### config.mk
export PLATFORM = sky130hd
export DESIGN_NAME = dma_chan_addr_ctl
export DESIGN_NICKNAME = d
export VERILOG_FILES = /design/src/hw/dma_chan_pkg.sv /design/src/hw/dma_chan_addr_ctl.sv
export VERILOG_INCLUDE_DIRS = /design/src /design/src/hw
export SDC_FILE = /design/constraint.sdc
export NUM_CORES = 1
export LEC_CHECK = 0
export ABC_AREA = 1
export BUFFER_PORTS_ARGS = -buffer_cell sky130_fd_sc_hd__buf_4
export CORE_UTILIZATION = 40
export DETAILED_ROUTE_END_ITERATION = 10
export PLACE_DENSITY = 0.7
export SLEW_MARGIN = 20
export SYNTH_ARGS = -nofsm -noshare
export SYNTH_HDL_FRONTEND = slang
export SYNTH_SLANG_ARGS = --single-unit
### constraint.sdc
create_clock -name ref_clk -period 4.1 [get_ports ref_clk]
set_input_delay 0.82 -clock ref_clk [delete_from_list [all_inputs] [get_ports ref_clk]]
set_output_delay 0.82 -clock ref_clk [all_outputs]
set_load 0.01 [all_outputs]
### src/hw/dma_chan_consts.svh
/*
 Offsets, field positions, reset values and counts of one DMA channel.
 Assumes inclusion by its bare name from the channel module and the bench.
*/
`ifndef DMA_CHAN_CONSTS_SVH
`define DMA_CHAN_CONSTS_SVH

// ---------------------------------------------------------------
// Register byte offsets
// ---------------------------------------------------------------
`define OFS_GLOBAL_ON     6'h00
`define OFS_CHANNEL_ON    6'h04
`define OFS_MEM_LIMIT     6'h08
`define OFS_PERIPH_PTR    6'h0c
`define OFS_CONTROL       6'h10
`define OFS_MEM_PTR       6'h14

// ---------------------------------------------------------------
// Control register fields
// ---------------------------------------------------------------
`define CTL_CANCEL        25
`define CTL_KICK          24
`define CTL_SIZE_HI       22
`define CTL_SIZE_LO       20
`define CTL_BYPASS        19
`define CTL_INC_PERIPH    17
`define CTL_INC_MEM       16
`define CTL_MASTER_HI     15
`define CTL_MASTER_LO     9
`define CTL_DIR           8
`define CTL_BUSY          5
`define CTL_DONE          2
`define CTL_WR_MASK       32'h037f_ff00

// ---------------------------------------------------------------
// Reset values and counts
// ---------------------------------------------------------------
`define RST_WORD          32'h0000_0000
`define RD_LATENCY        2'h1
`define NUM_MASTERS       128

`endif

### src/hw/dma_chan_pkg.sv
/*
 Types shared by the DMA channel address and control logic.
 Assumes the constants header is on the include path.
*/
package dma_chan_pkg;

   typedef enum logic [1:0] {
      ST_IDLE = 2'b00,
      ST_RUN  = 2'b01,
      ST_DONE = 2'b10
   } chan_state_t;

   typedef struct packed {
      logic [31:0] addr;
      logic        dir;
      logic [2:0]  size;
      logic        valid;
   } pkt_req_t;

endpackage : dma_chan_pkg

### src/hw/dma_chan_addr_ctl.sv
/*
 Address and control logic of one DMA channel, Avalon-MM register slave.
 Assumes a data mover that pulses pkt_done after each packet it moves for
 the request shown on pkt_req, and flow-control masters on a request bus.
*/
// The Avalon-MM register port is this design's own decision.
`timescale 1ns/1ps
`include "dma_chan_consts.svh"

module dma_chan_addr_ctl #(
   parameter int N_MASTERS = `NUM_MASTERS
) (
   // Clock and reset
   input  wire logic                  ref_clk,
   input  wire logic                  rst,
   // Avalon-MM slave
   input  wire logic [5:0]            avs_address,
   input  wire logic                  avs_read,
   input  wire logic                  avs_write,
   input  wire logic [31:0]           avs_writedata,
   input  wire logic [3:0]            avs_byteenable,
   output logic [31:0]                avs_readdata,
   output logic                       avs_waitrequest,
   // Flow-control interface
   input  wire logic [N_MASTERS-1:0]  flow_req,
   input  wire logic [N_MASTERS-1:0]  flow_term,
   // Data mover
   output dma_chan_pkg::pkt_req_t     pkt_req,
   input  wire logic                  pkt_done,
   // Status
   output logic                       busy,
   output logic                       done
);

   // ---------------------------------------------------------------
   // State
   // ---------------------------------------------------------------
   dma_chan_pkg::chan_state_t state_q;
   logic        global_on_q;
   logic        chan_on_q;
   logic [31:0] limit_q;
   logic [31:0] periph_q;
   logic [31:0] mem_q;
   logic [31:0] ctl_q;
   logic        rd_pend_q;
   logic [31:0] rd_data_q;

   // ---------------------------------------------------------------
   // Helpers
   // ---------------------------------------------------------------
   function automatic logic [31:0] merge(input logic [31:0] old_v,
                                         input logic [31:0] new_v,
                                         input logic [3:0]  be);
      logic [31:0] r;
      r = old_v;
      for (int i = 0; i < 4; i++) begin
         if (be[i]) begin
            r[i*8 +: 8] = new_v[i*8 +: 8];
         end
      end
      return r;
   endfunction : merge

   function automatic logic [31:0] step(input logic [31:0] a, input logic [2:0] sz);
      return a + {29'h0, sz};
   endfunction : step

   logic        wr_fire;
   logic [31:0] ctl_wr;
   logic [2:0]  pkt_size;
   logic        enabled;
   logic        bypass;
   logic        master_req;
   logic        master_term;
   logic        last_pkt;
   logic        cancel;
   logic [6:0]  master_sel;

   assign wr_fire     = avs_write && !avs_waitrequest;
   assign ctl_wr      = merge(ctl_q, avs_writedata, avs_byteenable);
   assign pkt_size    = ctl_q[`CTL_SIZE_HI:`CTL_SIZE_LO];
   assign enabled     = global_on_q && chan_on_q;
   assign bypass      = ctl_q[`CTL_BYPASS];
   assign master_sel  = ctl_q[`CTL_MASTER_HI:`CTL_MASTER_LO];
   assign master_req  = !bypass && flow_req[master_sel];
   assign master_term = !bypass && flow_term[master_sel];
   assign cancel      = ctl_q[`CTL_CANCEL];
   // Limit stops the channel only while the memory pointer moves
   assign last_pkt    = ctl_q[`CTL_INC_MEM] &&
                        (step(mem_q, pkt_size) == limit_q);

   // ---------------------------------------------------------------
   // Avalon-MM: writes and reads each wait one cycle
   // ---------------------------------------------------------------
   always_ff @(posedge ref_clk) begin
      if (rst) begin
         avs_waitrequest <= 1'b1;
         rd_pend_q       <= 1'b0;
         avs_readdata    <= `RST_WORD;
      end else begin
         rd_pend_q       <= avs_read && !rd_pend_q && avs_waitrequest;
         avs_waitrequest <= !((avs_write && avs_waitrequest) ||
                              (avs_read && !rd_pend_q && avs_waitrequest));
         if (avs_read && avs_waitrequest) begin
            avs_readdata <= rd_data_q;
         end
      end
   end

   always_comb begin
      case (avs_address)
         `OFS_GLOBAL_ON:  rd_data_q = {31'h0, global_on_q};
         `OFS_CHANNEL_ON: rd_data_q = {31'h0, chan_on_q};
         `OFS_MEM_LIMIT:  rd_data_q = limit_q;
         `OFS_PERIPH_PTR: rd_data_q = periph_q;
         `OFS_CONTROL:    rd_data_q = ctl_q & `CTL_WR_MASK |
                                      {26'h0, busy, 2'h0, done, 2'h0};
         `OFS_MEM_PTR:    rd_data_q = mem_q;
         default:         rd_data_q = `RST_WORD;
      endcase
   end

   // ---------------------------------------------------------------
   // Enables
   // ---------------------------------------------------------------
   always_ff @(posedge ref_clk) begin
      if (rst) begin
         global_on_q <= 1'b0;
         chan_on_q   <= 1'b0;
      end else if (wr_fire && avs_byteenable[0]) begin
         if (avs_address == `OFS_GLOBAL_ON) begin
            global_on_q <= avs_writedata[0];
         end
         if (avs_address == `OFS_CHANNEL_ON) begin
            chan_on_q <= avs_writedata[0];
         end
      end
   end

   // ---------------------------------------------------------------
   // Limit register
   // ---------------------------------------------------------------
   always_ff @(posedge ref_clk) begin
      if (rst) begin
         limit_q <= `RST_WORD;
      end else if (wr_fire && avs_address == `OFS_MEM_LIMIT) begin
         limit_q <= merge(limit_q, avs_writedata, avs_byteenable);
      end
   end

   // ---------------------------------------------------------------
   // Pointers: packet advance beats a software write
   // ---------------------------------------------------------------
   always_ff @(posedge ref_clk) begin
      if (rst) begin
         periph_q <= `RST_WORD;
         mem_q    <= `RST_WORD;
      end else begin
         if (state_q == dma_chan_pkg::ST_RUN && pkt_done && ctl_q[`CTL_INC_PERIPH]) begin
            periph_q <= step(periph_q, pkt_size);
         end else if (wr_fire && avs_address == `OFS_PERIPH_PTR) begin
            periph_q <= merge(periph_q, avs_writedata, avs_byteenable);
         end
         if (state_q == dma_chan_pkg::ST_RUN && pkt_done && ctl_q[`CTL_INC_MEM]) begin
            mem_q <= step(mem_q, pkt_size);
         end else if (wr_fire && avs_address == `OFS_MEM_PTR) begin
            mem_q <= merge(mem_q, avs_writedata, avs_byteenable);
         end
      end
   end

   // ---------------------------------------------------------------
   // Control register; kick and cancel clear when consumed
   // ---------------------------------------------------------------
   always_ff @(posedge ref_clk) begin
      if (rst) begin
         ctl_q <= `RST_WORD;
      end else if (wr_fire && avs_address == `OFS_CONTROL) begin
         ctl_q <= ctl_wr & `CTL_WR_MASK;
      end else begin
         if (state_q != dma_chan_pkg::ST_IDLE || !enabled) begin
            ctl_q[`CTL_KICK] <= 1'b0;
         end
         if (state_q != dma_chan_pkg::ST_RUN) begin
            ctl_q[`CTL_CANCEL] <= 1'b0;
         end
      end
   end

   // ---------------------------------------------------------------
   // Channel state machine
   // ---------------------------------------------------------------
   always_ff @(posedge ref_clk) begin
      if (rst) begin
         state_q <= dma_chan_pkg::ST_IDLE;
      end else begin
         case (state_q)
            dma_chan_pkg::ST_IDLE: begin
               if (enabled && !cancel &&
                   ((bypass && ctl_q[`CTL_KICK]) || master_req)) begin
                  state_q <= dma_chan_pkg::ST_RUN;
               end
            end
            dma_chan_pkg::ST_RUN: begin
               if (!enabled || cancel || master_term) begin
                  state_q <= dma_chan_pkg::ST_DONE;
               end else if (pkt_done && last_pkt) begin
                  state_q <= dma_chan_pkg::ST_DONE;
               end
            end
            dma_chan_pkg::ST_DONE: begin
               state_q <= dma_chan_pkg::ST_IDLE;
            end
            default: begin
               state_q <= dma_chan_pkg::ST_IDLE;
            end
         endcase
      end
   end

   // ---------------------------------------------------------------
   // Outputs
   // ---------------------------------------------------------------
   always_ff @(posedge ref_clk) begin
      if (rst) begin
         pkt_req <= '0;
         busy    <= 1'b0;
         done    <= 1'b0;
      end else begin
         pkt_req.addr  <= periph_q;
         pkt_req.dir   <= ctl_q[`CTL_DIR];
         pkt_req.size  <= pkt_size;
         pkt_req.valid <= state_q == dma_chan_pkg::ST_RUN && enabled && !cancel &&
                          !pkt_done && (bypass || master_req);
         busy          <= state_q == dma_chan_pkg::ST_RUN;
         if (state_q == dma_chan_pkg::ST_DONE) begin
            done <= 1'b1;
         end else if (state_q == dma_chan_pkg::ST_RUN || !enabled) begin
            done <= 1'b0;
         end
      end
   end

endmodule : dma_chan_addr_ctl

==> results.py <==
metrics = {
    "final_layout": {
        "antennaDiodeCount": 0,
        "syn_to_final_growth_pct": 29.4,
        "fin_nets": 2708,
        "drive_above_1_share_pct": 19.5,
        "final_common_cell": "nand2_1",
        "layout_common_cells": "nand2_1, buf_4, nand3_1",
    },
    "pwr": {
        "clkPwrFrac_pct": 43.6,
        "netSwitchingFraction_pct": 27.1,
        "p_seq_share_pct": 45.4,
        "p_switching_uw": 1100,
        "p_int_uw": 2960,
        "p_comb_share_pct": 10.9,
        "p_leak_uw": 0.00699,
        "ir_worst_vdd_mv": 0.241,
        "powerDensity_mw_per_mm2": 253,
    },
    "clock_tree": {
        "cts_resized": 0,
        "cts_hold_buffers": 0,
        "clockBufferDepth": 2,
        "tritoncts": "yes",
        "cts_buffers": 17,
        "post_cts_buffers": 0,
        "clock-sinks": 190,
        "htreeDepth": 4,
        "cts-root-buf": "clkbuf_16",
        "path_clk_slew_ns": 0.09,
        "insertion_delay_ns": 0.45,
    },
    "logic_synthesis": {
        "syn_avg_cell_area_sq_um": 5.96,
        "yosys_register_bits": 190,
        "yosys_warnings": 0,
        "syn_area_sq_mm": 0.0124,
        "ys_seq_area_share_pct": 30.6,
        "synth_cells": 2085,
        "synth_cell_type_count": 46,
        "synth_edf_count": 0,
        "async_reset_ff_share_pct": 0,
        "syn_nets": 2396,
        "synth_top_flop_cell": "dfxtp_1",
    },
    "timing": {
        "fin_ws_ns": 1.16,
        "finalSetupTns_ns": 0,
        "worst_slew_pin_slew_ns": 1.15,
        "finalSetupViolations": 0,
        "slew-limit-headroom_pct": 22.7,
        "fin_skew_ns": 0.0139,
        "finalCritPeriodShare_pct": 71.8,
        "rsz0062_at_grt": "no",
        "hold_viol": 0,
        "fmax_mhz": 340,
        "period_minus_slack_ns": 2.94,
        "drv_slew": 0,
    },
    "grt": {
        "grt_max_degree": 85,
        "antenna_found_initial": 1,
        "grt_pass1_wl_um": 83200,
        "first_global_vias": 14800,
        "track_usage_pct": 34.5,
        "grt_remaining_overflow": 0,
    },
    "place": {
        "hpwl_um": 43400,
        "place.gp.congestion": 0.996,
        "portBuffers": 374,
        "place_ws_ns": 1.09,
    },
    "drt": {
        "routed_wl_um": 55800,
        "firstDrtPassIters": 6,
        "first_iter_violations": 1695,
        "final_antenna_net_count": 0,
        "viasPerCell": 5.62,
        "wl_per_cell_um": 19.9,
        "drc_errors": 0,
        "vias": 15800,
    },
    "worst_hold_path": {
        "hp-class": "flop to flop",
        "holdCritStartpoint": "rd_pend_q",
    },
    "job": {
        "drv_cap": 0,
    },
    "setup_path": {
        "cp-startpoint": "ctl_q[9]",
        "critPathKind": "flop to flop",
        "worstSetupStartpointType": "flop",
        "arrival_ns": 3.31,
        "rr_startpoint": "ctl_q[9]",
        "crit_fanout": 84,
        "required_ns": 4.47,
        "critical_path.endpoint_type": "flop",
    },
    "floorplanning": {
        "core_area_sq_mm": 0.0306,
        "start_util_pct": 40.6,
        "dieArea_sq_mm": 0.0318,
        "dieHeight_um": 178,
        "ios": 375,
        "die_w_um": 178,
        "rows": 64,
    },
    "run_status": {
        "status": "completed",
    },
}
power groups by stage:
stage	registers, uW	logic, uW	clock network (uW)
6_report	1850	445	1770
3_3_place_gp	1890	436	0
4_1_cts	1850	440	1790
3_5_place_dp	1890	438	0
5_1_grt	1850	475	1850
2_1_floorplan	1890	132	0
area by class of cell:
| type | count | area, sq um |
|---|---|---|
| Fill cell | 3145 | 14500 |
| Multi-Input combinational cell | 1602 | 7470 |
| Sequential cell | 190 | 3810 |
| Timing Repair Buffer | 395 | 2980 |
| Inverter | 191 | 718 |
| Tap cell | 396 | 495 |
| Clock buffer | 17 | 425 |
| Clock inverter | 15 | 191 |
final timing paths:
check / endpoint / depth (start not counted) / slack [ns]
min: rd_pend_q / 1 / 0.42
max reg2reg: state_q[0] / 15 / 1.16
max: state_q[0] / 15 / 1.16
min reg2reg: rd_pend_q / 1 / 0.42
registers in the layout (all words and copies together) (netlist names):
register and count:
rd_pend_q 1, ctl_q 17, mem_q 32, periph_q 32, busy 1, global_on_q 1, pkt_req 37, avs_readdata 32
done 1, avs_waitrequest 1, chan_on_q 1, state_q 2, limit_q 32
per-layer routing:
layer	up-vias	global-route usage [%]	part of all wire, %
met5	-	0	0.016
met3	137	5.67	9.4
met1	7231	43.2	40
li1	7512	-	-
met4	2	16.3	4.8
met2	885	57.7	46
per-stage QoR:
step                hold WS [ns]  total power, uW  util, %  instances  area [sq um]
finish                     0.418             4070     52.6       2806         16100
detailed placement         0.407             2330     50.6       2774         15500
floorplan                  0.388             2020        -       2085         12400
CTS                        0.422             4080     52.6       2806         16100
global placement           0.403             2330     50.6       2774         15500
global route               0.441             4180     52.6       2806         16100
worst max-delay path, cell delays in order, from the launching register on:
cell and delay, ns:
dfxtp_4 0.69, clkinv_2 0.55, buf_12 0.38, nand2_1 0.11
nand3_1 0.09, nand3_1 0.09, nand3_1 0.14, nand3_1 0.12
nand2_1 0.07, nand2_1 0.06, nand3_1 0.08, nand3_1 0.07
nand2_1 0.05, inv_1 0.08, nand2_1 0.06, a21oi_1 0.13
cells in the mapped netlist (all sizes together) (4+ instances only):
cell	count	share of area [%]
clkbuf	56	1.7
inv	188	5.7
xor2	13	0.92
nand4	7	0.35
buf	46	1.8
nor2	198	6.6
o221ai	15	1.1
ha	6	0.60
nand3b	4	0.24
a31oi	15	0.76
nor3	15	0.69
dfxtp	190	31
nand2	674	20
a21oi	126	5.1
o21ai	113	4.6
o211ai	9	0.54
nand3	321	13
a32o	8	0.64
o31ai	8	0.52
o22ai	47	2.4
logic make-up after synthesis:
logic type      Yosys count  synth area share, %
flops                   190                 30.6
simple gates           1226                 41.8
xor+xnor                 14                0.987
compound gates          354                 16.4
fa+ha+maj                 8                0.926
buf+inv                 293                 9.29
No activity file was read; power rests on OpenSTA's default activity.
